### src/serial_glue_pkg.sv
package serial_glue_pkg;

  // =====================================================
  // divider and chain constants
  // =====================================================
  localparam int unsigned TIMER_DIV       = 2;   // system clock to timer input
  localparam int unsigned NET_DIV         = 5;   // system clock to network bit clock
  localparam int unsigned KBD_DIV         = 20;  // 1.5 mhz tick to keyboard clock
  localparam int unsigned IRQ_SOURCES     = 8;   // interrupt sources along the chain
  localparam int unsigned FIFO_DEPTH      = 16;  // words held in the data path
  localparam int unsigned FIFO_WIDTH      = 8;   // bits per buffered word
  localparam logic [7:0]  VECTOR_RESET    = 8'h00;
  localparam logic [7:0]  BITCOUNT_RESET  = 8'h00;

  // interrupt source bundle: requests and per-source vectors
  typedef struct packed {
    logic [IRQ_SOURCES-1:0]      req;     // bit 0 highest priority
    logic [IRQ_SOURCES-1:0][7:0] vector;  // vector per source
  } irq_bundle_s;

  // port a clock and nrzi coder selection
  typedef struct packed {
    logic clock_source_select_n;  // low selects on-board clocks
    logic nrzi_select_n;          // low routes data through coder
  } port_cfg_s;

endpackage : serial_glue_pkg

### src/sync_fifo.sv
`timescale 1ns/10ps
`default_nettype none
// =====================================================
// flop-based fifo with valid/ready on both sides
// =====================================================
module sync_fifo #(
  parameter int unsigned WIDTH = 8,
  parameter int unsigned DEPTH = 16
) (
  // clock and reset
  input  wire  logic             clock,
  input  wire  logic             rst_n,
  // fill side
  input  wire  logic             in_valid,
  output logic                   in_ready,
  input  wire  logic [WIDTH-1:0] in_data,
  // drain side
  output logic                   out_valid,
  input  wire  logic             out_ready,
  output logic [WIDTH-1:0]       out_data
);
  localparam int unsigned AW = $clog2(DEPTH);
  logic [WIDTH-1:0] mem_r [DEPTH];  // storage
  logic [AW-1:0]    wr_r;           // write index
  logic [AW-1:0]    rd_r;           // read index
  logic [AW:0]      cnt_r;          // occupancy
  logic             push;
  logic             pop;

  assign in_ready  = (cnt_r != (AW+1)'(DEPTH));
  assign out_valid = (cnt_r != '0);
  assign push      = in_valid & in_ready;
  assign pop       = out_valid & out_ready;
  assign out_data  = mem_r[rd_r];

  // storage write, no reset needed for data
  always_ff @(posedge clock) begin
    if (push) begin
      mem_r[wr_r] <= in_data;
    end
  end

  // pointers and count
  always_ff @(posedge clock) begin
    if (!rst_n) begin
      wr_r  <= '0;
      rd_r  <= '0;
      cnt_r <= '0;
    end else begin
      if (push) wr_r <= wr_r + 1'b1;
      if (pop)  rd_r <= rd_r + 1'b1;
      cnt_r <= cnt_r + (AW+1)'(push) - (AW+1)'(pop);
    end
  end
endmodule : sync_fifo
`default_nettype wire

### src/clock_divider.sv
`timescale 1ns/10ps
`default_nettype none
// =====================================================
// divide-by-n tick generator with square output
// =====================================================
module clock_divider #(
  parameter int unsigned DIV = 2
) (
  // clock and reset
  input  wire  logic clock,
  input  wire  logic rst_n,
  // input tick (tie high to divide the clock)
  input  wire  logic tick_in,
  // outputs
  output logic       tick_out,   // one-cycle pulse each DIV ticks
  output logic       level_out   // high for first DIV/2 counts of period, rounded down
);
  localparam int unsigned CW = $clog2(DIV+1);
  logic [CW-1:0] cnt_r;

  // counter wraps at DIV-1
  always_ff @(posedge clock) begin
    if (!rst_n) begin
      cnt_r <= '0;
    end else if (tick_in) begin
      cnt_r <= (cnt_r == CW'(DIV-1)) ? '0 : cnt_r + 1'b1;
    end
  end

  assign tick_out  = tick_in & (cnt_r == CW'(DIV-1));
  assign level_out = (cnt_r < CW'(DIV/2));
endmodule : clock_divider
`default_nettype wire

### src/serial_glue.sv
`timescale 1ns/10ps
`default_nettype none
// =====================================================
// clock routing and interrupt chain glue of serial board
// =====================================================
module serial_glue (
  // clock and reset
  input  wire  logic                          clock,
  input  wire  logic                          rst_n,
  // cpu board controls
  input  wire  logic                          clock_source_select_n,
  input  wire  logic                          nrzi_select_n,
  input  wire  logic                          kbd_ref_tick,      // 1.5 mhz enable pulse
  input  wire  logic                          reset_switch_sense,
  input  wire  logic                          vsync_strobe_n,
  input  wire  logic                          timer3_from_tx_clock, // high picks tx clock
  // cpu interrupt acknowledge
  input  wire  logic                          opcode_fetch_strobe_n,
  input  wire  logic                          io_request_strobe_n,
  output logic                                irq_n,
  output logic                                chain_enable_out,
  output logic [7:0]                          vector_data,
  output logic                                vector_drive,
  // controller interrupt sources
  input  wire  serial_glue_pkg::irq_bundle_s  irq_src,
  input  wire  logic [serial_glue_pkg::IRQ_SOURCES-1:0] in_service,
  // timer outputs (pulses)
  input  wire  logic [2:0]                    timer_out,
  output logic                                timer_clock_tick,  // channels 0-2
  output logic                                timer3_clock_tick,
  output logic [7:0]                          bit_count,
  // port a clocks and data
  input  wire  logic                          ext_receive_clock,
  input  wire  logic                          ext_transmit_clock,
  output logic                                porta_receive_clock,
  output logic                                porta_transmit_clock,
  input  wire  logic                          porta_txd,
  output logic                                line_txd,
  input  wire  logic                          line_rxd,
  output logic                                porta_rxd,
  // uart port a clock
  output logic                                uart_a_clock,
  // network port
  output logic                                network_link_clock,
  output logic                                network_carrier_detect_n,
  // keyboard port
  output logic                                keyboard_shared_serial_clock,
  output logic                                keyboard_ring_indicator_n,
  input  wire  logic                          keyboard_dtr_n,
  output logic                                keyboard_ready_n,
  // received data stream into buffer
  output logic                                rx_word_valid,
  input  wire  logic                          rx_word_ready,
  output logic [7:0]                          rx_word,
  output logic                                rx_overrun
);

  // =====================================================
  // declarations
  // =====================================================
  typedef enum logic [1:0] {
    ACK_IDLE  = 2'b00,  // no acknowledge running
    ACK_FETCH = 2'b01,  // fetch strobe seen
    ACK_DRIVE = 2'b10   // vector on the bus
  } ack_e;

  ack_e                       ack_r;
  ack_e                       ack_nxt;
  logic [serial_glue_pkg::IRQ_SOURCES:0] chain_en;   // enable into each source
  logic [2:0]                 winner_idx;            // highest requesting source
  logic                       any_req;
  logic [7:0]                 vector_r;
  logic                       vector_drive_r;
  logic [7:0]                 bit_count_r;
  logic                       tx_clock_prev_r;       // edge detect of timer 3 source
  logic                       nrzi_txc_prev_r;       // edge detect of port a tx clock
  logic                       timer3_src;
  logic                       tx_level_r;            // nrzi line level out
  logic                       rx_prev_r;             // previous received line level
  logic                       rx_decoded_r;
  logic                       rx_clock_prev_r;
  logic [7:0]                 shift_r;
  logic [2:0]                 shift_cnt_r;
  logic                       shift_push_r;
  logic                       fifo_in_ready;
  logic                       net_lvl;
  logic                       kbd_lvl;
  logic                       net_tick;

  // =====================================================
  // dividers
  // =====================================================
  // timer channels 0-2 run from system clock / 2
  clock_divider #(.DIV(serial_glue_pkg::TIMER_DIV)) u_timer_div (
    .clock     (clock),
    .rst_n     (rst_n),
    .tick_in   (1'b1),
    .tick_out  (timer_clock_tick),
    .level_out ()
  );

  // network bit clock: system clock / 5, one clock for both directions
  clock_divider #(.DIV(serial_glue_pkg::NET_DIV)) u_net_div (
    .clock     (clock),
    .rst_n     (rst_n),
    .tick_in   (1'b1),
    .tick_out  (net_tick),
    .level_out (net_lvl)
  );

  // keyboard clock: 1.5 mhz reference / 20
  clock_divider #(.DIV(serial_glue_pkg::KBD_DIV)) u_kbd_div (
    .clock     (clock),
    .rst_n     (rst_n),
    .tick_in   (kbd_ref_tick),
    .tick_out  (),
    .level_out (kbd_lvl)
  );

  // network clock level driven from a flop to avoid glitches
  always_ff @(posedge clock) begin
    if (!rst_n) begin
      network_link_clock           <= 1'b0;
      keyboard_shared_serial_clock <= 1'b0;
    end else begin
      network_link_clock           <= net_lvl;
      keyboard_shared_serial_clock <= kbd_lvl;
    end
  end

  // =====================================================
  // sideband signals
  // =====================================================
  always_ff @(posedge clock) begin
    if (!rst_n) begin
      network_carrier_detect_n  <= 1'b1;
      keyboard_ring_indicator_n <= 1'b1;
      keyboard_ready_n          <= 1'b1;
    end else begin
      network_carrier_detect_n  <= ~reset_switch_sense;
      keyboard_ring_indicator_n <= vsync_strobe_n;
      keyboard_ready_n          <= keyboard_dtr_n;
    end
  end

  // =====================================================
  // clock routing
  // =====================================================
  // selects come from the cpu latch and are steady between writes
  always_comb begin
    // on-board: timer 0 drives tx, timer 1 drives rx; else off-board
    if (!clock_source_select_n) begin
      porta_transmit_clock = timer_out[0];
      porta_receive_clock  = timer_out[1];
    end else begin
      porta_transmit_clock = ext_transmit_clock;
      porta_receive_clock  = ext_receive_clock;
    end
  end

  assign uart_a_clock = timer_out[2];

  // timer 3 input source
  assign timer3_src = timer3_from_tx_clock ? porta_transmit_clock : timer_out[0];

  // =====================================================
  // timer 3 bit counter
  // =====================================================
  // counts rising edges of its source; output pin stays unused
  always_ff @(posedge clock) begin
    if (!rst_n) begin
      tx_clock_prev_r <= 1'b0;
      bit_count_r     <= serial_glue_pkg::BITCOUNT_RESET;
    end else begin
      tx_clock_prev_r <= timer3_src;
      if (timer3_src && !tx_clock_prev_r) begin
        bit_count_r <= bit_count_r + 8'h01;
      end
    end
  end
  assign timer3_clock_tick = timer3_src & ~tx_clock_prev_r;
  assign bit_count         = bit_count_r;

  // =====================================================
  // nrzi coder
  // =====================================================
  // encode on transmit clock rising edge: zero toggles, one holds
  // own edge detect, so the timer 3 source choice cannot stall it
  always_ff @(posedge clock) begin
    if (!rst_n) begin
      tx_level_r      <= 1'b1;
      nrzi_txc_prev_r <= 1'b0;
    end else begin
      nrzi_txc_prev_r <= porta_transmit_clock;
      if (porta_transmit_clock && !nrzi_txc_prev_r) begin
        tx_level_r <= porta_txd ? tx_level_r : ~tx_level_r;
      end
    end
  end

  // decode: a change of level is a zero, no change a one
  always_ff @(posedge clock) begin
    if (!rst_n) begin
      rx_prev_r       <= 1'b1;
      rx_decoded_r    <= 1'b1;
      rx_clock_prev_r <= 1'b0;
    end else begin
      rx_clock_prev_r <= porta_receive_clock;
      if (porta_receive_clock && !rx_clock_prev_r) begin
        rx_prev_r    <= line_rxd;
        rx_decoded_r <= ~(line_rxd ^ rx_prev_r);
      end
    end
  end

  // bypass when nrzi is off
  assign line_txd  = nrzi_select_n ? porta_txd : tx_level_r;
  assign porta_rxd = nrzi_select_n ? line_rxd  : rx_decoded_r;

  // =====================================================
  // receive bytes into fifo for bit tracking
  // =====================================================
  // assembles port a receive bits; overrun flags a dropped byte
  always_ff @(posedge clock) begin
    if (!rst_n) begin
      shift_r      <= 8'h00;
      shift_cnt_r  <= 3'h0;
      shift_push_r <= 1'b0;
      rx_overrun   <= 1'b0;
    end else begin
      shift_push_r <= 1'b0;
      if (porta_receive_clock && !rx_clock_prev_r) begin
        shift_r     <= {porta_rxd, shift_r[7:1]};
        shift_cnt_r <= shift_cnt_r + 3'h1;
        if (shift_cnt_r == 3'h7) begin
          shift_push_r <= 1'b1;
          if (!fifo_in_ready) rx_overrun <= 1'b1;  // sticky, until reset
        end
      end
    end
  end

  sync_fifo #(
    .WIDTH (serial_glue_pkg::FIFO_WIDTH),
    .DEPTH (serial_glue_pkg::FIFO_DEPTH)
  ) u_rx_fifo (
    .clock     (clock),
    .rst_n     (rst_n),
    .in_valid  (shift_push_r),
    .in_ready  (fifo_in_ready),
    .in_data   (shift_r),
    .out_valid (rx_word_valid),
    .out_ready (rx_word_ready),
    .out_data  (rx_word)
  );

  // =====================================================
  // interrupt daisy chain
  // =====================================================
  // top of chain always enabled; each source passes enable down
  // only when neither requesting nor in service
  always_comb begin
    chain_en[0] = 1'b1;
    for (int i = 0; i < serial_glue_pkg::IRQ_SOURCES; i++) begin
      // sources 0-3 timer, 4-5 serial ctrl, 6-7 uart
      chain_en[i+1] = chain_en[i] & ~irq_src.req[i] & ~in_service[i];
    end
  end
  assign chain_enable_out = chain_en[serial_glue_pkg::IRQ_SOURCES];

  // lowest index wins
  always_comb begin
    winner_idx = 3'h0;
    any_req    = 1'b0;
    for (int i = serial_glue_pkg::IRQ_SOURCES - 1; i >= 0; i--) begin
      if (irq_src.req[i] && chain_en[i]) begin
        winner_idx = 3'(i);
        any_req    = 1'b1;
      end
    end
  end

  // shared active-low request
  always_ff @(posedge clock) begin
    if (!rst_n) begin
      irq_n <= 1'b1;
    end else begin
      irq_n <= ~(|irq_src.req);
    end
  end

  // =====================================================
  // acknowledge sequencer
  // =====================================================
  always_comb begin
    ack_nxt = ack_r;
    case (ack_r)
      ACK_IDLE:  if (!opcode_fetch_strobe_n && io_request_strobe_n) ack_nxt = ACK_FETCH;
      ACK_FETCH: begin
        if (opcode_fetch_strobe_n) ack_nxt = ACK_IDLE;  // plain fetch, no ack
        else if (!io_request_strobe_n) ack_nxt = ACK_DRIVE;
      end
      ACK_DRIVE: if (opcode_fetch_strobe_n || io_request_strobe_n) ack_nxt = ACK_IDLE;
      default:   ack_nxt = ACK_IDLE;
    endcase
  end

  always_ff @(posedge clock) begin
    if (!rst_n) begin
      ack_r <= ACK_IDLE;
    end else begin
      ack_r <= ack_nxt;
    end
  end

  // vector captured at ack entry; only the winning source drives
  always_ff @(posedge clock) begin
    if (!rst_n) begin
      vector_r       <= serial_glue_pkg::VECTOR_RESET;
      vector_drive_r <= 1'b0;
    end else begin
      vector_drive_r <= (ack_nxt == ACK_DRIVE) && any_req;
      if (ack_r == ACK_FETCH && ack_nxt == ACK_DRIVE) begin
        vector_r <= irq_src.vector[winner_idx];
      end
    end
  end
  assign vector_data  = vector_r;
  assign vector_drive = vector_drive_r;

endmodule : serial_glue
`default_nettype wire

### config.mk
export PLATFORM = sky130hd
export DESIGN_NAME = serial_glue
export DESIGN_NICKNAME = d
export VERILOG_FILES = /design/src/serial_glue_pkg.sv /design/src/sync_fifo.sv /design/src/clock_divider.sv /design/src/serial_glue.sv
export SDC_FILE = /design/constraint.sdc
export NUM_CORES = 1
export LEC_CHECK = 0
export BUFFER_PORTS_ARGS = -buffer_cell sky130_fd_sc_hd__buf_2
export CAP_MARGIN = 20
export CORE_ASPECT_RATIO = 1.4
export CORE_MARGIN = 1
export CORE_UTILIZATION = 50
export DETAILED_ROUTE_END_ITERATION = 7
export PLACE_DENSITY = 0.82
export SYNTH_ARGS = -nofsm -noshare
export SYNTH_HDL_FRONTEND = slang
export SYNTH_SLANG_ARGS = --single-unit
### constraint.sdc
create_clock -name clock -period 6.82 [get_ports clock]
set_input_delay 0.341 -clock clock [delete_from_list [all_inputs] [get_ports clock]]
set_output_delay 0.341 -clock clock [all_outputs]
set_load 0.03 [all_outputs]
==> flow_summary.ini, run 1 <==
[run_status]
status = complete, but fails checks
violations = design-rule violations

[floorplanning]
num_rows = 56
core_area_um2 = 16700
ios = 140
fp.dieW_um = 112
initial_core_util = 0.510
die_area_um2 = 17600
dieHeight_um = 157

[clock_network]
cts_root_buffer = clkbuf_16
clk_path_buf_depth = 2
cts_made_buffers = 17
cts_setup_buffers = 0
cts_sinks = 199
hold_buffers = 0
path_clk_slew_ns = 0.08
post_cts_resized = 0
cts_tree = built
clk_latency_ns = 0.43
h-tree-depth = 4

[placement]
port_buffers = 137
place_hpwl_um = 13300
place.gp.congestion = 0.853
dp_slack_ns = 4.02
placed_cell_area_um2 = 9360
placed_cells = 938

[finish]
layoutNonFillerInstCount = 973
nFillCells = 1257
final_util = 0.598
num_antenna_cells = 0
mostFrequentLayoutCell = buf_2
nets = 875
final_cell_area_um2 = 10000
layout_common_cells = 138 x buf_2, 128 x edfxtp_1, 84 x nand2_1, 70 x dfxtp_1, 40 x mux4_2
drive_gt1_frac = 0.297
areaGrowthSynthToFinish_pct = 17.4

[power_and_ir_drop]
switchingPower_mw = 0.814
swShare = 0.280
peakVddDrop_v = 0.000188
leakagePower_nw = 3.73
power.internal_mw = 2.10
power_density_nw_per_um2 = 290
power_mw = 2.91
p_comb_frac = 0.185
pwr-share-clk = 0.347
pwr-share-seq = 0.468

[detailed_routing]
route.detailed.drc = 1
drt_iter0_drc = 382
dr.pass1.iters = 6
wl_per_cell_um = 19.5
drtAntennaViolNets = 0
vias = 5471
route.detailed.vias_per_inst = 5.62
wl_um = 19000

[setup_path]
end_kind = primary output
cp.arrival_ns = 2.67
worst-path-max-fanout = 18
cp-start-kind = flip-flop
r2r_slack_ns = 3.98
r2r_start = u_rx_fifo.cnt_r[2]$_SDFF_PN0_
reg2reg_to = u_rx_fifo.mem_r[13][3]$_DFFE_PP_
reg2regPathDepth = 6
path_class = reg2out
cp_data_required_time_ns = 6.48

[timing]
min_period_ns = 3.01
worst_pin_slew_ns = 1.06
worst_slack_ns = 3.81
finClkSkew_ns = 0.0116
tns_ns = 0
hold_viol = 0
finalSetupViolCount = 0
maxSlewHeadroom = 0.289
rsz0062_at_grt = no
whs_ns = 0.0752
finalCritPeriodShare = 0.441
slew_viol_final = 0
fmax_ghz = 0.332

[min_path]
min_path_type = in2reg
min_path_cells = 2
min-delay-start = reset_switch_sense
holdPathEnd = network_carrier_detect_n$_SDFF_PN1_

[synth]
postSynthNetCount = 743
synth.distinct_cells = 54
syn_inst = 625
synth_edf_count = 128
ys_seq_area_frac = 0.617
syn_area_um2 = 8540
ys_warn_count = 0
synthArstFlopShare = 0
synth_seq_cells = 199
synthFlopType = edfxtp_1
syn_area_per_cell_um2 = 13.7

[global_route]
antenna_found_initial = 0
grt_max_degree = 65
gr-total-overflow = 0
grt_pass1_wl_um = 28700
grt_usage = 0.219
grt_pass1_vias = 5435

[run]
maxCapViolCount = 0
==> registers in the layout (all words and copies together) (netlist names), 2 cells and up, named ones only <==
signal / flops
u_rx_fifo.mem_r: 128
bit_count: 8
u_timer_div.cnt_r: 2
shift_cnt_r: 3
u_rx_fifo.rd_r: 4
vector_data: 8
u_kbd_div.cnt_r: 5
ack_r: 2
shift_r: 8
u_rx_fifo.cnt_r: 5
u_rx_fifo.wr_r: 4
u_net_div.cnt_r: 3
==> area by class of cell <==
cell class                      count  area [µm²]  area share
Clock inverter                     14         171      0.0171
Inverter                           18        67.6     0.00674
Tap cell                          203         254      0.0253
Timing Repair Buffer              144         756      0.0754
Clock buffer                       18         450      0.0450
Multi-Input combinational cell    377        3050       0.305
Sequential cell                   199        5270       0.526
==> worst max-delay path by stage <==
| stage | cells past startpoint | start | endpoint | slack [ns] |
|---|---|---|---|---|
| after CTS | 3 | flip-flop | rx_word[6] | 3.57 |
| after global routing | 4 | flip-flop | rx_word[3] | 3.69 |
| after global placement | 6 | u_rx_fifo.cnt_r[2]$_SDFF_PN0_ | u_rx_fifo.mem_r[0][3]$_DFFE_PP_ | 4.09 |
| final | 4 | flip-flop | rx_word[3] | 3.81 |
| after floorplan | 15 | u_rx_fifo.cnt_r[3]$_SDFF_PN0_ | u_rx_fifo.cnt_r[4]$_SDFF_PN0_ | 3.99 |
| after detailed placement | 6 | u_rx_fifo.cnt_r[2]$_SDFF_PN0_ | u_rx_fifo.mem_r[3][7]$_DFFE_PP_ | 4.02 |
==> kinds of logic (layout without fill, tap and decap cells) <==
kind of cell / Yosys count / after routing / synth area share
AND/OR/NAND/NOR: 213 / 213 / 0.126
flip-flops: 199 / 199 / 0.617
AO/OA/AOI/OAI: 66 / 66 / 0.0542
multiplexers: 57 / 57 / 0.126
buffers and inverters: 49 / 194 / 0.0256
XOR/XNOR: 22 / 22 / 0.0226
adder cells (fa/ha/maj): 19 / 19 / 0.0287
==> layer usage <==
metal / track usage / part of all wire
met4: 0.103 / 0.041
met3: 0.0453 / 0.061
met1: 0.233 / 0.36
met2: 0.413 / 0.54
met5: 0 / 0
==> worst max-delay path: stages (launching register included) <==
cell	delay, ns
dfxtp_2	0.76
buf_16	0.25
mux4_2	0.57
mux4_2	0.47
buf_2	0.19
==> synth_stat cells, types with 2 or more instances <==
library cell  instances  area share
nor3_1               11      0.0064
a21oi_1              11      0.0064
mux4_2               40        0.11
or2_2                 2      0.0015
o21ai_0              12      0.0070
buf_6                 2      0.0026
o21ai_1               2      0.0012
inv_1                18      0.0079
nand4_1               6      0.0044
a21o_1                2      0.0018
nand2b_1              7      0.0051
buf_1                 2     0.00088
nor3b_1               3      0.0026
or3_1                 4      0.0029
xnor2_1              15       0.015
edfxtp_1            128        0.45
nor2b_1              12      0.0088
buf_4                 3      0.0026
mux2_2                2      0.0026
dfxtp_1              71        0.17
mux2i_1              15       0.018
a21oi_2               2      0.0021
a31oi_1               5      0.0037
ha_1                 18       0.026
buf_2                 4      0.0023
nand2_1              84       0.037
and4_1                3      0.0031
xor2_1                7      0.0072
nand3_1              15      0.0088
nor2_1               24       0.011
and2_1               21       0.015
a21boi_0             12       0.011
and3_1               14       0.010
a32oi_1               7      0.0072
a22oi_1               4      0.0035
clkbuf_1             19      0.0084
==> power by group through the flow <==
stage,Sequential (mW),Combinational [mW],Clock (mW)
after floorplan,1.37,0.417,0
after detailed placement,1.41,0.502,0
after global routing,1.37,0.585,1.07
after global placement,1.41,0.485,0
after CTS,1.38,0.507,1.03
final,1.36,0.538,1.01
(Power assumes the default switching activity.)
==> inputs of run 2 (changes only) <==
- clock period: 6.82 -> 3 ns (I/O delays scaled with it)
==> run 2 against run 1 <==
Compared with the run above:
- the run still ends with design-rule violations left
- sequential cell count stayed put
- routed wire length is 4.1% lower
- worst hold slack worse by 0.049 ns
- global-route usage hardly changed
- die area stayed put
- cell count is 2.6% higher
- critical endpoint is now rx_word[4]
- largest cell class unchanged
==> flow_summary.ini, run 2 (same netlist as run 1, synthesis figures left out) <==
[run_status]
status = complete, but fails checks
violations = design-rule violations

[detailed_routing]
route.detailed.vias_per_inst = 5.59
wl_um = 18200
wl_per_cell_um = 18.2
vias = 5581
route.detailed.drc = 1
drt_iter0_drc = 384
drtAntennaViolNets = 0
dr.pass1.iters = 6

[setup_path]
cp_data_required_time_ns = 2.85
reg2regPathDepth = 14
reg2reg_to = u_rx_fifo.cnt_r[4]$_SDFF_PN0_
worst-path-max-fanout = 13
r2r_slack_ns = 0.46
end_kind = primary output
cp-start-kind = flip-flop
path_class = reg2out
r2r_start = u_rx_fifo.cnt_r[3]$_SDFF_PN0_
cp.arrival_ns = 2.60

[min_path]
min_path_type = in2reg
holdPathEnd = ack_r[0]$_SDFF_PN0_
min_path_cells = 3
min-delay-start = opcode_fetch_strobe_n

[finish]
layout_common_cells = 137 x buf_2, 128 x edfxtp_1, 84 x nand2_1, 70 x dfxtp_1, 40 x mux4_2
multiInputGateArea_um2 = 3050
nets = 900
regArea_um2 = 5270
areaGrowthSynthToFinish_pct = 20.0
final_util = 0.612
drive_gt1_frac = 0.312
regMostFlops = u_rx_fifo.mem_r
num_antenna_cells = 0
largest_reg_flops = 128
mostFrequentLayoutCell = buf_2
nFillCells = 1269

[floorplanning]
die_area_um2 = 17600
core_area_um2 = 16700
ios = 140
num_rows = 56
initial_core_util = 0.510
dieHeight_um = 157
fp.dieW_um = 112

[power_and_ir_drop]
power_density_nw_per_um2 = 660
peakVddDrop_v = 0.000336
leakagePower_nw = 3.86

[clock_network]
post_cts_resized = 0
h-tree-depth = 4
path_clk_slew_ns = 0.08
clk_latency_ns = 0.44
cts_root_buffer = clkbuf_16
cts_sinks = 199
cts_tree = built
clk_path_buf_depth = 2
cts_made_buffers = 17

[global_route]
grt_pass1_vias = 5669
antenna_found_initial = 0
grt_max_degree = 36
grt_pass1_wl_um = 28800
gr-total-overflow = 0
grt_usage = 0.220

[timing]
tns_ns = 0
hold_viol = 0
slew_viol_final = 0
finalCritPeriodShare = 0.918
min_period_ns = 2.75
maxSlewHeadroom = 0.434
rsz0062_at_grt = no
finalSetupViolCount = 0
fmax_ghz = 0.363
worst_pin_slew_ns = 0.850
finClkSkew_ns = 0.0181

[placement]
place_hpwl_um = 13100
place.gp.congestion = 0.896
port_buffers = 137

[run]
maxCapViolCount = 0
## run 2: cell types whose count changed in the layout (fill, tap and decap cells not counted), sizes merged
| cell | before | now |
|---|---|---|
| buf | 143 | 163 |
| clkbuf | 19 | 17 |
| bufinv | 0 | 3 |
| clkinv | 8 | 5 |
| inv | 24 | 25 |
| dlygate4sd3 | 0 | 6 |
## run 2: layout make-up
cell class,count,area share
timing repair buffer,169,0.0931
inverter,18,0.00660
clock buffer,17,0.0415
clock inverter,15,0.0217
tap,203,0.0248
multi-input combinational,377,0.298
sequential,199,0.514
## run 2: repair_timing
| item | CTS | global route |
|---|---|---|
| hold buffers | 6 | 0 |
| hold endpoints to repair | 7 | 0 |
| buffers inserted | 0 | 0 |
| setup endpoints to repair | 0 | 0 |
## run 2: critical path: stages, from the launching register on
cell and delay, ns:
dfxtp_2 0.67, buf_4 0.28, mux4_2 0.52, mux4_2 0.49, buf_2 0.20
## run 2: routing by layer
metal  global-route usage  share of wire  vias up  routed length [µm]
met3               0.0531          0.054       41                 974
met1                0.224           0.36     2673                6600
met2                0.414           0.55      249                9980
met4                0.112          0.035        0                 630
met5                    0              0        -                   0
li1                     -              -     2618                   -
## run 2: where the power goes
group	switching, mW	internal [mW]	total [mW]
clock network	1.08	1.36	2.44
logic	0.620	0.609	1.23
registers	0.110	2.98	3.08
total	1.81	4.95	6.76
## run 2: worst max path at each step
stage	startpoint	end	slack [ns]	cells past startpoint
floorplan	u_rx_fifo.cnt_r[3]$_SDFF_PN0_	u_rx_fifo.cnt_r[4]$_SDFF_PN0_	0.17	15
global placement	u_rx_fifo.cnt_r[2]$_SDFF_PN0_	u_rx_fifo.cnt_r[4]$_SDFF_PN0_	0.55	14
detailed placement	u_rx_fifo.cnt_r[2]$_SDFF_PN0_	u_rx_fifo.cnt_r[4]$_SDFF_PN0_	0.44	14
CTS	flip-flop	rx_word[4]	0.21	4
global route	flip-flop	rx_word[7]	0.13	4
finish	flip-flop	rx_word[4]	0.25	4
## run 2: through the flow
stage | setup slack (ns) | instances | hold WS, ns | power, mW | cell area [µm²]
6_report | 0.247 | 998 | 0.0262 | 6.76 | 10200
5_1_grt | 0.126 | 998 | 0.0340 | 7.05 | 10200
4_1_cts | 0.208 | 998 | 0.00812 | 6.83 | 10200
3_5_place_dp | 0.444 | 960 | 0.300 | 4.39 | 9540
3_3_place_gp | 0.546 | 960 | 0.300 | 4.36 | 9540
2_1_floorplan | 0.165 | 625 | 0.212 | 4.04 | 8540
